File: src/include/stim_pkg.sv
// constants, register map and state layout for the sdram timing and irq status block
// assumes an apb slave with 32-bit data on a single clock
package stim_pkg;

  // ==========================================================
  // register byte offsets
  localparam logic [7:0] OFS_SDRAM_TIMING = 8'h00;
  localparam logic [7:0] OFS_SELF_REFRESH_EXIT = 8'h04;
  localparam logic [7:0] OFS_IRQ_RAW_STATUS = 8'h08;
  localparam logic [7:0] OFS_IRQ_MASKED_STATUS = 8'h0c;
  localparam logic [7:0] OFS_IRQ_MASK_ENABLE = 8'h10;
  localparam logic [7:0] OFS_IRQ_MASK_DISABLE = 8'h14;
  localparam logic [7:0] OFS_ASYNC_WAIT_CONFIG = 8'h18;

  // ==========================================================
  // field positions
  localparam int RFC_LSB = 27;
  localparam int RP_LSB = 24;
  localparam int RCD_LSB = 20;
  localparam int WR_LSB = 16;
  localparam int RAS_LSB = 12;
  localparam int RC_LSB = 8;
  localparam int RRD_LSB = 4;
  localparam int XS_LSB = 0;
  localparam int TIMEOUT_BIT = 0;
  localparam int TRAP_BIT = 1;
  localparam int WRISE_BIT = 2;

  // ==========================================================
  // reset values and writable masks
  localparam logic [31:0] SDRAM_TIMING_RST = 32'h4221_5810;
  localparam logic [31:0] SDRAM_TIMING_MASK = 32'hff77_ff70;
  localparam logic [4:0] SELF_REFRESH_EXIT_RST = 5'h09;
  localparam logic [7:0] EXT_WAIT_LIMIT_RST = 8'h80;
  localparam logic [2:0] IRQ_BITS_MASK = 3'h7;

  // ==========================================================
  // gap selectors for the sequencer-side counters
  typedef enum logic [2:0] {
    GAP_REFRESH, GAP_PRECHARGE, GAP_ROW_TO_COL, GAP_WRITE_REC,
    GAP_ROW_ACTIVE, GAP_ROW_CYCLE, GAP_BANK_TO_BANK, GAP_SELF_EXIT
  } stim_gap_e;
  localparam int NUM_GAPS = 8;

  typedef enum logic [1:0] {EW_IDLE, EW_COUNT, EW_DONE} stim_ew_e;

  // sequencer command strobes
  typedef struct packed {
    logic auto_renew_cmd;
    logic precharge_cmd;
    logic row_open_cmd;
    logic read_cmd;
    logic store_cmd;
    logic row_open_other_bank;
    logic self_refresh_exit;
  } stim_cmd_s;

  // whole state of the block
  typedef struct packed {
    logic [31:0] sdram_timing;
    logic [4:0] self_refresh_exit_gap;
    logic [2:0] irq_raw_status;
    logic [2:0] irq_mask_enable;
    logic [7:0] extended_wait_limit;
    logic [31:0] prdata;
    logic [NUM_GAPS-1:0][5:0] gap_cnt;
    stim_ew_e ew_state;
    logic [7:0] ew_cnt;
    logic [2:0] wait_sync;
    logic wait_prev;
    logic irq_pulse;
  } stim_state_s;

endpackage : stim_pkg

File: src/rtl/stim_regs.sv
// sdram timing minimums, gap enforcement counters and raw/masked irq status
// assumes an apb master on pclk and a command sequencer on the same clock
//
// Our own choices: register access over APB and the register addresses.
`timescale 1ns/10ps

// Contract
// - refresh-to-refresh gap field at bits 31:27, count minus one
// - precharge to activate or refresh gap field, count minus one
// - activate to read or write gap field, count minus one
// - last write to precharge gap field, count minus one
// - activate to precharge row open time field, count minus one
// - activate to activate gap field, count minus one
// - activate to activate different bank gap field, count minus one
// - reserved bits read zero; software writes zero there
// - self-refresh exit to any command gap in its own register
// - raw timeout flag sets on timeout regardless of mask
// - timeout raised when wait stays active past the extended wait limit
// - writing one to raw timeout clears raw and masked; zero no effect
// - raw bit 2 sets on a rising edge of the wait pin
// - writing one to raw wait-rise clears raw and masked
// - raw bit 1 sets on illegal access type or bad line size
// - writing one to raw line-trap clears raw and masked
// - masked timeout setting sends a high pulse to the interrupt controller
// - masked timeout set only when enabled; raw still records
// - variants without the wait pin make irq registers reserved
module stim_regs #(
  parameter bit HAS_WAIT_PIN = 1'b1
) (
  // clock and reset
  input wire logic pclk,
  input wire logic presetn,
  // apb slave
  input wire logic psel,
  input wire logic penable,
  input wire logic pwrite,
  input wire logic [7:0] paddr,
  input wire logic [31:0] pwdata,
  output logic [31:0] prdata,
  output logic pready,
  output logic pslverr,
  // sequencer side
  input wire stim_pkg::stim_cmd_s cmd,
  input wire logic ext_access_active,
  input wire logic line_trap_event,
  output logic [7:0] gap_busy,
  // pin and interrupt
  input wire logic memory_wait_pin,
  output logic irq_pulse
);

  // ==========================================================
  // state
  stim_pkg::stim_state_s s_q, s_d;

  localparam int NUM_GAPS_W = stim_pkg::NUM_GAPS;
  logic wr_en, rd_en, hit, wait_rise, at_event, trap_event, wr_event;
  logic [2:0] masked, w1c;
  logic [NUM_GAPS_W-1:0] gap_load;
  logic [NUM_GAPS_W-1:0][5:0] gap_val;

  // apb answers in the access cycle with no wait states
  assign wr_en = psel && penable && pwrite;
  assign rd_en = psel && !penable && !pwrite;
  assign pready = 1'b1;
  assign hit = paddr inside {stim_pkg::OFS_SDRAM_TIMING, stim_pkg::OFS_SELF_REFRESH_EXIT,
    stim_pkg::OFS_IRQ_RAW_STATUS, stim_pkg::OFS_IRQ_MASKED_STATUS,
    stim_pkg::OFS_IRQ_MASK_ENABLE, stim_pkg::OFS_IRQ_MASK_DISABLE,
    stim_pkg::OFS_ASYNC_WAIT_CONFIG};
  assign pslverr = psel && penable && !hit;
  assign prdata = s_q.prdata;
  assign irq_pulse = s_q.irq_pulse;

  // masked view is derived, so one w1c clears raw and masked together
  assign masked = HAS_WAIT_PIN ? (s_q.irq_raw_status & s_q.irq_mask_enable) : 3'h0;
  assign w1c = (wr_en && (paddr == stim_pkg::OFS_IRQ_RAW_STATUS
    || paddr == stim_pkg::OFS_IRQ_MASKED_STATUS)) ? pwdata[2:0] : 3'h0;

  // wait edge uses the agreeing 2nd and 3rd sync stages
  assign wait_rise = s_q.wait_sync[2] && s_q.wait_sync[1] && !s_q.wait_prev;
  assign at_event = (s_q.ew_state == stim_pkg::EW_COUNT) && (s_q.ew_cnt == 8'h00)
    && s_q.wait_prev && ext_access_active;
  assign trap_event = line_trap_event;
  assign wr_event = wait_rise;

  // gap reload values per counter, field plus one
  always_comb begin
    gap_val[stim_pkg::GAP_REFRESH] = {1'b0, s_q.sdram_timing[31:27]} + 6'h01;
    gap_val[stim_pkg::GAP_PRECHARGE] = {3'h0, s_q.sdram_timing[26:24]} + 6'h01;
    gap_val[stim_pkg::GAP_ROW_TO_COL] = {3'h0, s_q.sdram_timing[22:20]} + 6'h01;
    gap_val[stim_pkg::GAP_WRITE_REC] = {3'h0, s_q.sdram_timing[18:16]} + 6'h01;
    gap_val[stim_pkg::GAP_ROW_ACTIVE] = {2'h0, s_q.sdram_timing[15:12]} + 6'h01;
    gap_val[stim_pkg::GAP_ROW_CYCLE] = {2'h0, s_q.sdram_timing[11:8]} + 6'h01;
    gap_val[stim_pkg::GAP_BANK_TO_BANK] = {3'h0, s_q.sdram_timing[6:4]} + 6'h01;
    gap_val[stim_pkg::GAP_SELF_EXIT] = {1'b0, s_q.self_refresh_exit_gap} + 6'h01;
    gap_load[stim_pkg::GAP_REFRESH] = cmd.auto_renew_cmd;
    gap_load[stim_pkg::GAP_PRECHARGE] = cmd.precharge_cmd;
    gap_load[stim_pkg::GAP_ROW_TO_COL] = cmd.row_open_cmd;
    gap_load[stim_pkg::GAP_WRITE_REC] = cmd.store_cmd;
    gap_load[stim_pkg::GAP_ROW_ACTIVE] = cmd.row_open_cmd;
    gap_load[stim_pkg::GAP_ROW_CYCLE] = cmd.row_open_cmd;
    gap_load[stim_pkg::GAP_BANK_TO_BANK] = cmd.row_open_other_bank;
    gap_load[stim_pkg::GAP_SELF_EXIT] = cmd.self_refresh_exit;
  end

  // busy while a gap counter still runs; sequencer holds dependents
  genvar g;
  generate
    for (g = 0; g < NUM_GAPS_W; g++) begin : g_busy
      assign gap_busy[g] = (s_q.gap_cnt[g] != 6'h00);
    end
  endgenerate

  // next state
  always_comb begin
    s_d = s_q;
    s_d.wait_sync = {s_q.wait_sync[1:0], memory_wait_pin};
    if (s_q.wait_sync[2] == s_q.wait_sync[1]) begin
      s_d.wait_prev = s_q.wait_sync[2];
    end
    // gap counters count down, a new command reloads
    for (int i = 0; i < NUM_GAPS_W; i++) begin
      if (gap_load[i]) begin
        s_d.gap_cnt[i] = gap_val[i];
      end else if (s_q.gap_cnt[i] != 6'h00) begin
        s_d.gap_cnt[i] = s_q.gap_cnt[i] - 6'h01;
      end
    end
    // extended wait watchdog
    case (s_q.ew_state)
      stim_pkg::EW_IDLE: begin
        if (ext_access_active && s_q.wait_prev) begin
          s_d.ew_state = stim_pkg::EW_COUNT;
          s_d.ew_cnt = s_q.extended_wait_limit;
        end
      end
      stim_pkg::EW_COUNT: begin
        if (!ext_access_active || !s_q.wait_prev) begin
          s_d.ew_state = stim_pkg::EW_IDLE;
        end else if (s_q.ew_cnt == 8'h00) begin
          s_d.ew_state = stim_pkg::EW_DONE;
        end else begin
          s_d.ew_cnt = s_q.ew_cnt - 8'h01;
        end
      end
      stim_pkg::EW_DONE: begin
        if (!ext_access_active) begin
          s_d.ew_state = stim_pkg::EW_IDLE;
        end
      end
      default: s_d.ew_state = stim_pkg::EW_IDLE;
    endcase
    // register writes
    if (wr_en) begin
      case (paddr)
        stim_pkg::OFS_SDRAM_TIMING:
          s_d.sdram_timing = pwdata & stim_pkg::SDRAM_TIMING_MASK;
        stim_pkg::OFS_SELF_REFRESH_EXIT: s_d.self_refresh_exit_gap = pwdata[4:0];
        stim_pkg::OFS_IRQ_MASK_ENABLE:
          s_d.irq_mask_enable = s_q.irq_mask_enable | pwdata[2:0];
        stim_pkg::OFS_IRQ_MASK_DISABLE:
          s_d.irq_mask_enable = s_q.irq_mask_enable & ~pwdata[2:0];
        stim_pkg::OFS_ASYNC_WAIT_CONFIG: s_d.extended_wait_limit = pwdata[7:0];
        default: ;
      endcase
    end
    // raw flags: clear by w1c, set wins over clear
    s_d.irq_raw_status = s_q.irq_raw_status & ~w1c;
    if (at_event) s_d.irq_raw_status[stim_pkg::TIMEOUT_BIT] = 1'b1;
    if (trap_event) s_d.irq_raw_status[stim_pkg::TRAP_BIT] = 1'b1;
    if (wr_event) s_d.irq_raw_status[stim_pkg::WRISE_BIT] = 1'b1;
    if (!HAS_WAIT_PIN) begin
      s_d.irq_raw_status = 3'h0;
      s_d.irq_mask_enable = 3'h0;
    end
    // one-cycle pulse on a new masked timeout
    s_d.irq_pulse = at_event && s_q.irq_mask_enable[stim_pkg::TIMEOUT_BIT] && HAS_WAIT_PIN;
    // read data captured in setup phase, reserved bits zero
    if (rd_en) begin
      case (paddr)
        stim_pkg::OFS_SDRAM_TIMING: s_d.prdata = s_q.sdram_timing;
        stim_pkg::OFS_SELF_REFRESH_EXIT: s_d.prdata = {27'h0, s_q.self_refresh_exit_gap};
        stim_pkg::OFS_IRQ_RAW_STATUS:
          s_d.prdata = HAS_WAIT_PIN ? {29'h0, s_q.irq_raw_status} : 32'h0;
        stim_pkg::OFS_IRQ_MASKED_STATUS: s_d.prdata = {29'h0, masked};
        stim_pkg::OFS_IRQ_MASK_ENABLE, stim_pkg::OFS_IRQ_MASK_DISABLE:
          s_d.prdata = {29'h0, s_q.irq_mask_enable};
        stim_pkg::OFS_ASYNC_WAIT_CONFIG: s_d.prdata = {24'h0, s_q.extended_wait_limit};
        default: s_d.prdata = 32'h0;
      endcase
    end
  end

  // register the state
  always_ff @(posedge pclk or negedge presetn) begin
    if (!presetn) begin
      s_q <= '0;
      s_q.sdram_timing <= stim_pkg::SDRAM_TIMING_RST;
      s_q.self_refresh_exit_gap <= stim_pkg::SELF_REFRESH_EXIT_RST;
      s_q.extended_wait_limit <= stim_pkg::EXT_WAIT_LIMIT_RST;
      s_q.ew_state <= stim_pkg::EW_IDLE;
    end else begin
      s_q <= s_d;
    end
  end
endmodule : stim_regs

File: config.mk
export PLATFORM = sky130hd
export DESIGN_NAME = stim_regs
export DESIGN_NICKNAME = d
export VERILOG_FILES = /design/src/include/stim_pkg.sv /design/src/rtl/stim_regs.sv
export SDC_FILE = /design/constraint.sdc
export NUM_CORES = 1
export LEC_CHECK = 0
export BUFFER_PORTS_ARGS = -buffer_cell sky130_fd_sc_hd__clkbuf_2
export CORE_MARGIN = 4
export CORE_UTILIZATION = 54
export DETAILED_ROUTE_END_ITERATION = 12
export PLACE_DENSITY_LB_ADDON = 0.25
export SYNTH_ARGS = -nofsm -noshare
export SYNTH_HDL_FRONTEND = slang
export SYNTH_SLANG_ARGS = --single-unit
File: constraint.sdc
create_clock -name pclk -period 2.75 [get_ports pclk]
set_input_delay 0.275 -clock pclk [delete_from_list [all_inputs] [get_ports pclk]]
set_output_delay 0.275 -clock pclk [all_outputs]
set_load 0.05 [all_outputs]
==> results.json, run 1 <==
{
  "min_period_ns": 2.58,
  "cp_slowest_cell": "or3b_2",
  "ys_types": 60,
  "seq_area_frac_synth": 0.494,
  "synth_xor_area_frac": 0.0465,
  "die_area_sq_um": 14800,
  "final_nets": 759,
  "yosysWarnings": 0,
  "drt-total-wl_um": 14000,
  "synthCells": 620,
  "clk_pin_slew_ns": 0.05,
  "synth_top_family_by_area": "simple AND/OR/NAND/NOR gates",
  "dieWidth_um": 122,
  "slowest_delay_ns": 0.50,
  "place.port_buffers": 91,
  "hold_slack_ns": 0.0361,
  "grt_pass1_wl_um": 24000,
  "cts_made_buffers": 17,
  "cts_sinks": 137,
  "async_reset_ff_frac": 1.00,
  "yosys.area.top_type": "dfrtp_1",
  "wire_per_inst_um": 16.1,
  "htreeDepth": 4,
  "design_area_sq_um": 7940,
  "rsz0062_at_grt": "false",
  "grt_pass1_vias": 4999,
  "finalSetupViolations": 0,
  "drive_gt1_frac": 0.301,
  "vias": 4916,
  "drtAntennaViolNets": 0,
  "crit_fanout": 5,
  "cts_hold_buf": 2,
  "core_region_area_sq_um": 12600,
  "grt_overflow": 0,
  "cpMostUsedCell": "inv_1",
  "vias_per_cell": 5.65,
  "drv_cap": 0,
  "synth-simple-area-share": 0.132,
  "p_int_uw": 4530,
  "synth_area_leaders": "dfrtp_1 (45%), mux2_2 (8.4%), dfstp_2 (4.2%)",
  "first_pass_iters": 5,
  "fin_crit_sh": 0.938,
  "ctsLongestPathBuffers": 2,
  "slew_headroom": 0.509,
  "combPwrFrac": 0.295,
  "synthAdderAreaFrac": 0.0341,
  "synth_compound_area_frac": 0.117,
  "syn_area_sq_um": 6960,
  "finalMaxSlewViolations": 0,
  "drc": 0,
  "startpoint_type": "register",
  "ios": 98,
  "rows": 41,
  "drt_iter0_markers": 360,
  "fin_setup_tns_ns": 0,
  "end_kind": "output port",
  "place.gp.congestion": 0.827,
  "p_clk_frac": 0.321,
  "switching_share": 0.333,
  "criticalPathCategory": "register to output port",
  "path_cells": "inv_1 -> ha_1 -> or3b_2 -> nor3_2 -> inv_1 -> clkbuf_2",
  "synth_edf_count": 0,
  "ys_seq_elements": 137,
  "path_delay_family": "simple AND/OR/NAND/NOR gates",
  "antenna_found_initial": 0,
  "grt_max_degree": 82,
  "cts_resized": 0,
  "arrival_ns": 2.30,
  "yosys.area.top_type_share": 0.453,
  "post_cts_buffers": 0,
  "cts-root-buf": "clkbuf_16",
  "grtUsageTotal": 0.205,
  "path_buf_inv": 3,
  "switching_power_uw": 2260,
  "hold_viol": 0,
  "skew_ns": 0.00732,
  "clk_latency_ns": 0.42,
  "start_util": 0.552,
  "area_growth_syn_to_layout_pct": 14.0,
  "hpwl_um": 10000,
  "leakage_uw": 0.00380,
  "cts_tree": "built",
  "crit_required_ns": 2.48,
  "worstMarginPinSlew_ns": 0.735,
  "postPlaceCellArea_sq_um": 7350,
  "ys.flop_type": "dfrtp_1",
  "irDropWorstVdd_mv": 0.493,
  "p_seq_frac": 0.385,
  "outcome": "finished, final reports clean",
  "hold_class": "primary input to register",
  "fmax_ghz": 0.388,
  "antenna_cells": 0,
  "synth_mux_area_frac": 0.107,
  "power.density_nw_per_um2": 856,
  "synth_area_per_cell_sq_um": 11.2,
  "fp.dieH_um": 122
}
[flip-flops by register name, summed over array words and instances, names as in the netlist, named ones only]
register,cells
s_d,2
prdata,30
irq_pulse,1
s_q,101
[metal layers]
metal  wire length (um)  track usage  vias up
li1                   -            -     2333
met1               6230        0.270     2470
met2               7030        0.334      100
met3                556       0.0487       13
met4                214       0.0700        0
met5                  0            0        -
[cell usage in the layout, fill, tap and decap left out, drive strengths merged, types with 3 or more instances in the layout]
cell,synthesis,layout
nor4,11,11
a31o,3,3
clkinv,0,8
nor2,16,16
xor2,14,14
xnor2,23,23
mux2,52,52
nand2b,13,13
nand3,15,15
a22o,23,23
nand4,8,8
o21ai,26,26
a32oi,3,3
a221oi,3,3
nor3b,5,5
o211a,3,3
nand2,35,35
conb,2,3
dfrtp,126,126
inv,30,30
and3,3,3
buf,45,8
a22oi,5,5
a21o,4,4
clkbuf,10,112
ha,19,19
or3,4,4
nor2b,9,9
a31oi,3,3
dfstp,11,11
nor3,23,23
o31ai,11,11
a21oi,18,18
a211oi,3,3
mux2i,16,16
[worst reg2reg max path, stage by stage (launching register included)]
cell     delay (ns)
dfrtp_1        0.37
inv_1          0.09
ha_1           0.19
or3b_2         0.50
nor3_2         0.37
mux2i_1        0.14
mux2_2         0.27
[power by group through the flow]
stage | clock network, uW | logic, uW | registers, uW
after floorplan | 0 | 1580 | 2570
after global placement | 0 | 1900 | 2620
after detailed placement | 0 | 2000 | 2640
after CTS | 2220 | 2020 | 2610
after global routing | 2320 | 2260 | 2660
final | 2180 | 2000 | 2620
[cell type report]
| cell class | instances | area (sq um) |
|---|---|---|
| clock buffers | 22 | 464 |
| clock inverters | 10 | 100 |
| fillers | 1068 | 4680 |
| flip-flops and latches | 137 | 3440 |
| repair buffers | 100 | 547 |
| well taps | 172 | 215 |
| multi-input cells | 399 | 3060 |
| inverters | 30 | 113 |
[metrics by stage]
| step | util | cells | total power (uW) | setup slack (ns) |
|---|---|---|---|---|
| finish | 0.629 | 870 | 6790 | 0.171 |
| detailed placement | 0.583 | 836 | 4640 | 0.635 |
| global route | 0.629 | 870 | 7240 | 0.0301 |
| floorplan | - | 621 | 4150 | 0.445 |
| CTS | 0.629 | 870 | 6850 | 0.158 |
| global placement | 0.583 | 836 | 4510 | 0.654 |
[cell families after synthesis]
family,after synthesis
AND/OR/NAND/NOR,156
adder cells (fa/ha/maj),19
buffers and inverters,85
multiplexers,68
AO/OA/AOI/OAI,116
other,2
flip-flops,137
XOR/XNOR,37
[synthesized netlist by cell type, drive strengths merged, types with 15 or more instances]
cell type,instances
nand3,15
nor3,23
dfrtp,126
nand2,35
mux2,52
a22o,23
ha,19
inv,30
xnor2,23
a21oi,18
mux2i,16
o21ai,26
nor2,16
buf,45
[worst paths after layout]
kind                                      start          end  slack, ns  depth (start not counted)
worst max-delay path                    s_q[15]  gap_busy[0]       0.17                          6
worst min-delay path            line_trap_event     s_q[107]       0.04                          2
worst max register to register          s_q[15]      s_q[16]       0.71                          6
worst min register to register           s_d[3]       s_d[4]       0.36                          0
max in group asynchronous               presetn     s_q[135]       1.50                          3
min in group asynchronous               presetn   prdata[27]       0.47                          2
Power figures use the tool's default switching activity.
==> run 2, diff against run 1 <==
- SETUP_SLACK_MARGIN: not set -> 0.2
==> run 2 against run 1 <==
First-iteration DRC count is 12% lower; hold slack lost 0.00077 ns; clock power hardly changed; largest cell class unchanged; critical path type unchanged; sequential share of layout area is 0.12 points lower; register-to-register slack improved by 0.02 ns.
==> results.json, run 2 (synthesis gave the netlist of run 1 again) <==
{
  "drc": 0,
  "irDropWorstVdd_mv": 0.494,
  "place.port_buffers": 91,
  "crit_fanout": 4,
  "wl_met1_um": 6270,
  "p_clk_frac": 0.320,
  "fillers": 1064,
  "grt_overflow": 0,
  "grt_pass1_wl_um": 24000,
  "fin_crit_sh": 0.887,
  "vias_per_cell": 5.63,
  "fp.dieH_um": 122,
  "path_cells": "inv_1 -> ha_1 -> or3b_2 -> nor3_1 -> buf_4 -> inv_1 -> buf_2",
  "first_pass_iters": 5,
  "cpMostUsedCell": "inv_1",
  "hpwl_um": 10000,
  "area_growth_syn_to_layout_pct": 14.3,
  "largest-register": "s_q",
  "startpoint_type": "register",
  "final_nets": 761,
  "core_region_area_sq_um": 12600,
  "met3_length_um": 557,
  "clk_pin_slew_ns": 0.06,
  "drtAntennaViolNets": 0,
  "hold_viol": 0,
  "min_period_ns": 2.44,
  "criticalPathCategory": "register to output port",
  "cts_sinks": 137,
  "vias": 4906,
  "antenna_found_initial": 0,
  "fin_setup_tns_ns": 0,
  "hold_class": "primary input to register",
  "cts_tree": "built",
  "finish.utilization": 0.631,
  "leakage_uw": 0.00381,
  "antenna_cells": 0,
  "switching_share": 0.333,
  "die_area_sq_um": 14800,
  "rows": 41,
  "path_delay_family": "simple AND/OR/NAND/NOR gates",
  "crit_required_ns": 2.48,
  "cts-root-buf": "clkbuf_16",
  "drt_iter0_markers": 316,
  "htreeDepth": 4,
  "outcome": "finished, final reports clean",
  "ios": 98,
  "finalMaxSlewViolations": 0,
  "power.density_nw_per_um2": 856,
  "slew_headroom": 0.511,
  "drv_cap": 0,
  "skew_ns": 0.00898,
  "ctsLongestPathBuffers": 2,
  "cp_slowest_cell": "or3b_2",
  "largest_reg_flops": 101,
  "cts_made_buffers": 17,
  "top_layer_used": "met4",
  "worstMarginPinSlew_ns": 0.731,
  "place.gp.congestion": 0.827,
  "combPwrFrac": 0.296,
  "dieWidth_um": 122,
  "layout_common_cells": "dfrtp_1 (126), clkbuf_2 (89), mux2_2 (52)",
  "grt_max_degree": 82,
  "grtUsageTotal": 0.205,
  "drt-total-wl_um": 14100,
  "p_seq_frac": 0.384,
  "start_util": 0.552,
  "finalSetupViolations": 0,
  "slowest_delay_ns": 0.49,
  "rsz0062_at_grt": "true",
  "switching_power_uw": 2270,
  "final_common_cell": "dfrtp_1",
  "p_int_uw": 4540,
  "drive_gt1_frac": 0.303,
  "fmax_ghz": 0.410,
  "end_kind": "output port",
  "clk_latency_ns": 0.42,
  "wire_per_inst_um": 16.2,
  "wl_met2_um": 7060,
  "path_buf_inv": 4,
  "grt_pass1_vias": 4999,
  "arrival_ns": 2.17
}
[run 2: cell count changes in the layout (fill, tap and decap cells not counted)]
cell / change
nor3_2: -1
buf_2: +1
buf_4: +2
clkbuf_2: -1
nor3_4: +1
[run 2: layout make-up]
class | count | area, sq um | share of cell area
inverter | 30 | 113 | 0.0141
clock buffer | 22 | 464 | 0.0583
timing repair buffer | 102 | 562 | 0.0706
sequential | 137 | 3440 | 0.432
multi-input combinational | 399 | 3060 | 0.385
clock inverter | 10 | 100 | 0.0126
tap | 172 | 215 | 0.0270
[run 2: repair_timing]
action	4_1_cts	5_1_grt
pin swaps	0	1
gates resized for setup	1	1
buffers inserted	0	2
setup endpoints to repair	1	2
hold buffers	2	0
hold endpoints to repair	73	0
[run 2: power groups by stage]
stage                     sequential, uW  combinational, uW  clock, uW
after floorplan                     2570               1580          0
after global placement              2620               1900          0
after detailed placement            2640               2000          0
after CTS                           2610               2020       2220
after global routing                2670               2270       2320
final                               2620               2010       2180
[run 2: worst paths after layout]
path                                 start          end  slack [ns]  depth (start not counted)
setup / recovery                   s_q[39]  gap_busy[4]        0.31                          7
hold / removal             line_trap_event     s_q[107]        0.04                          2
setup reg to reg                   s_q[39]      s_q[40]        0.73                          8
hold reg to reg                     s_d[3]       s_d[4]        0.36                          0
max in group asynchronous          presetn     s_q[135]        1.50                          3
min in group asynchronous          presetn   prdata[27]        0.47                          2
[run 2: worst register-to-register path: stages (launching register included)]
cell,delay (ns)
dfrtp_1,0.37
inv_1,0.09
ha_1,0.18
or3b_2,0.49
nor3_1,0.17
buf_4,0.17
inv_1,0.07
mux2i_1,0.11
mux2_2,0.25
[run 2: layer usage]
layer,up-vias,global-route usage
met5,-,0
met4,0,0.0700
met3,13,0.0487
met2,101,0.334
met1,2463,0.270
li1,2329,-
[run 2: metrics by stage]
stage	hold WS [ns]	worst slack, ns	power (uW)	cells	cell area (sq um)
floorplan	-0.0206	0.445	4150	621	6970
global placement	0.344	0.654	4510	836	7350
detailed placement	0.340	0.635	4640	836	7350
CTS	0.0200	0.255	6850	870	7940
global route	0.0317	0.166	7260	872	7960
finish	0.0353	0.309	6810	872	7960
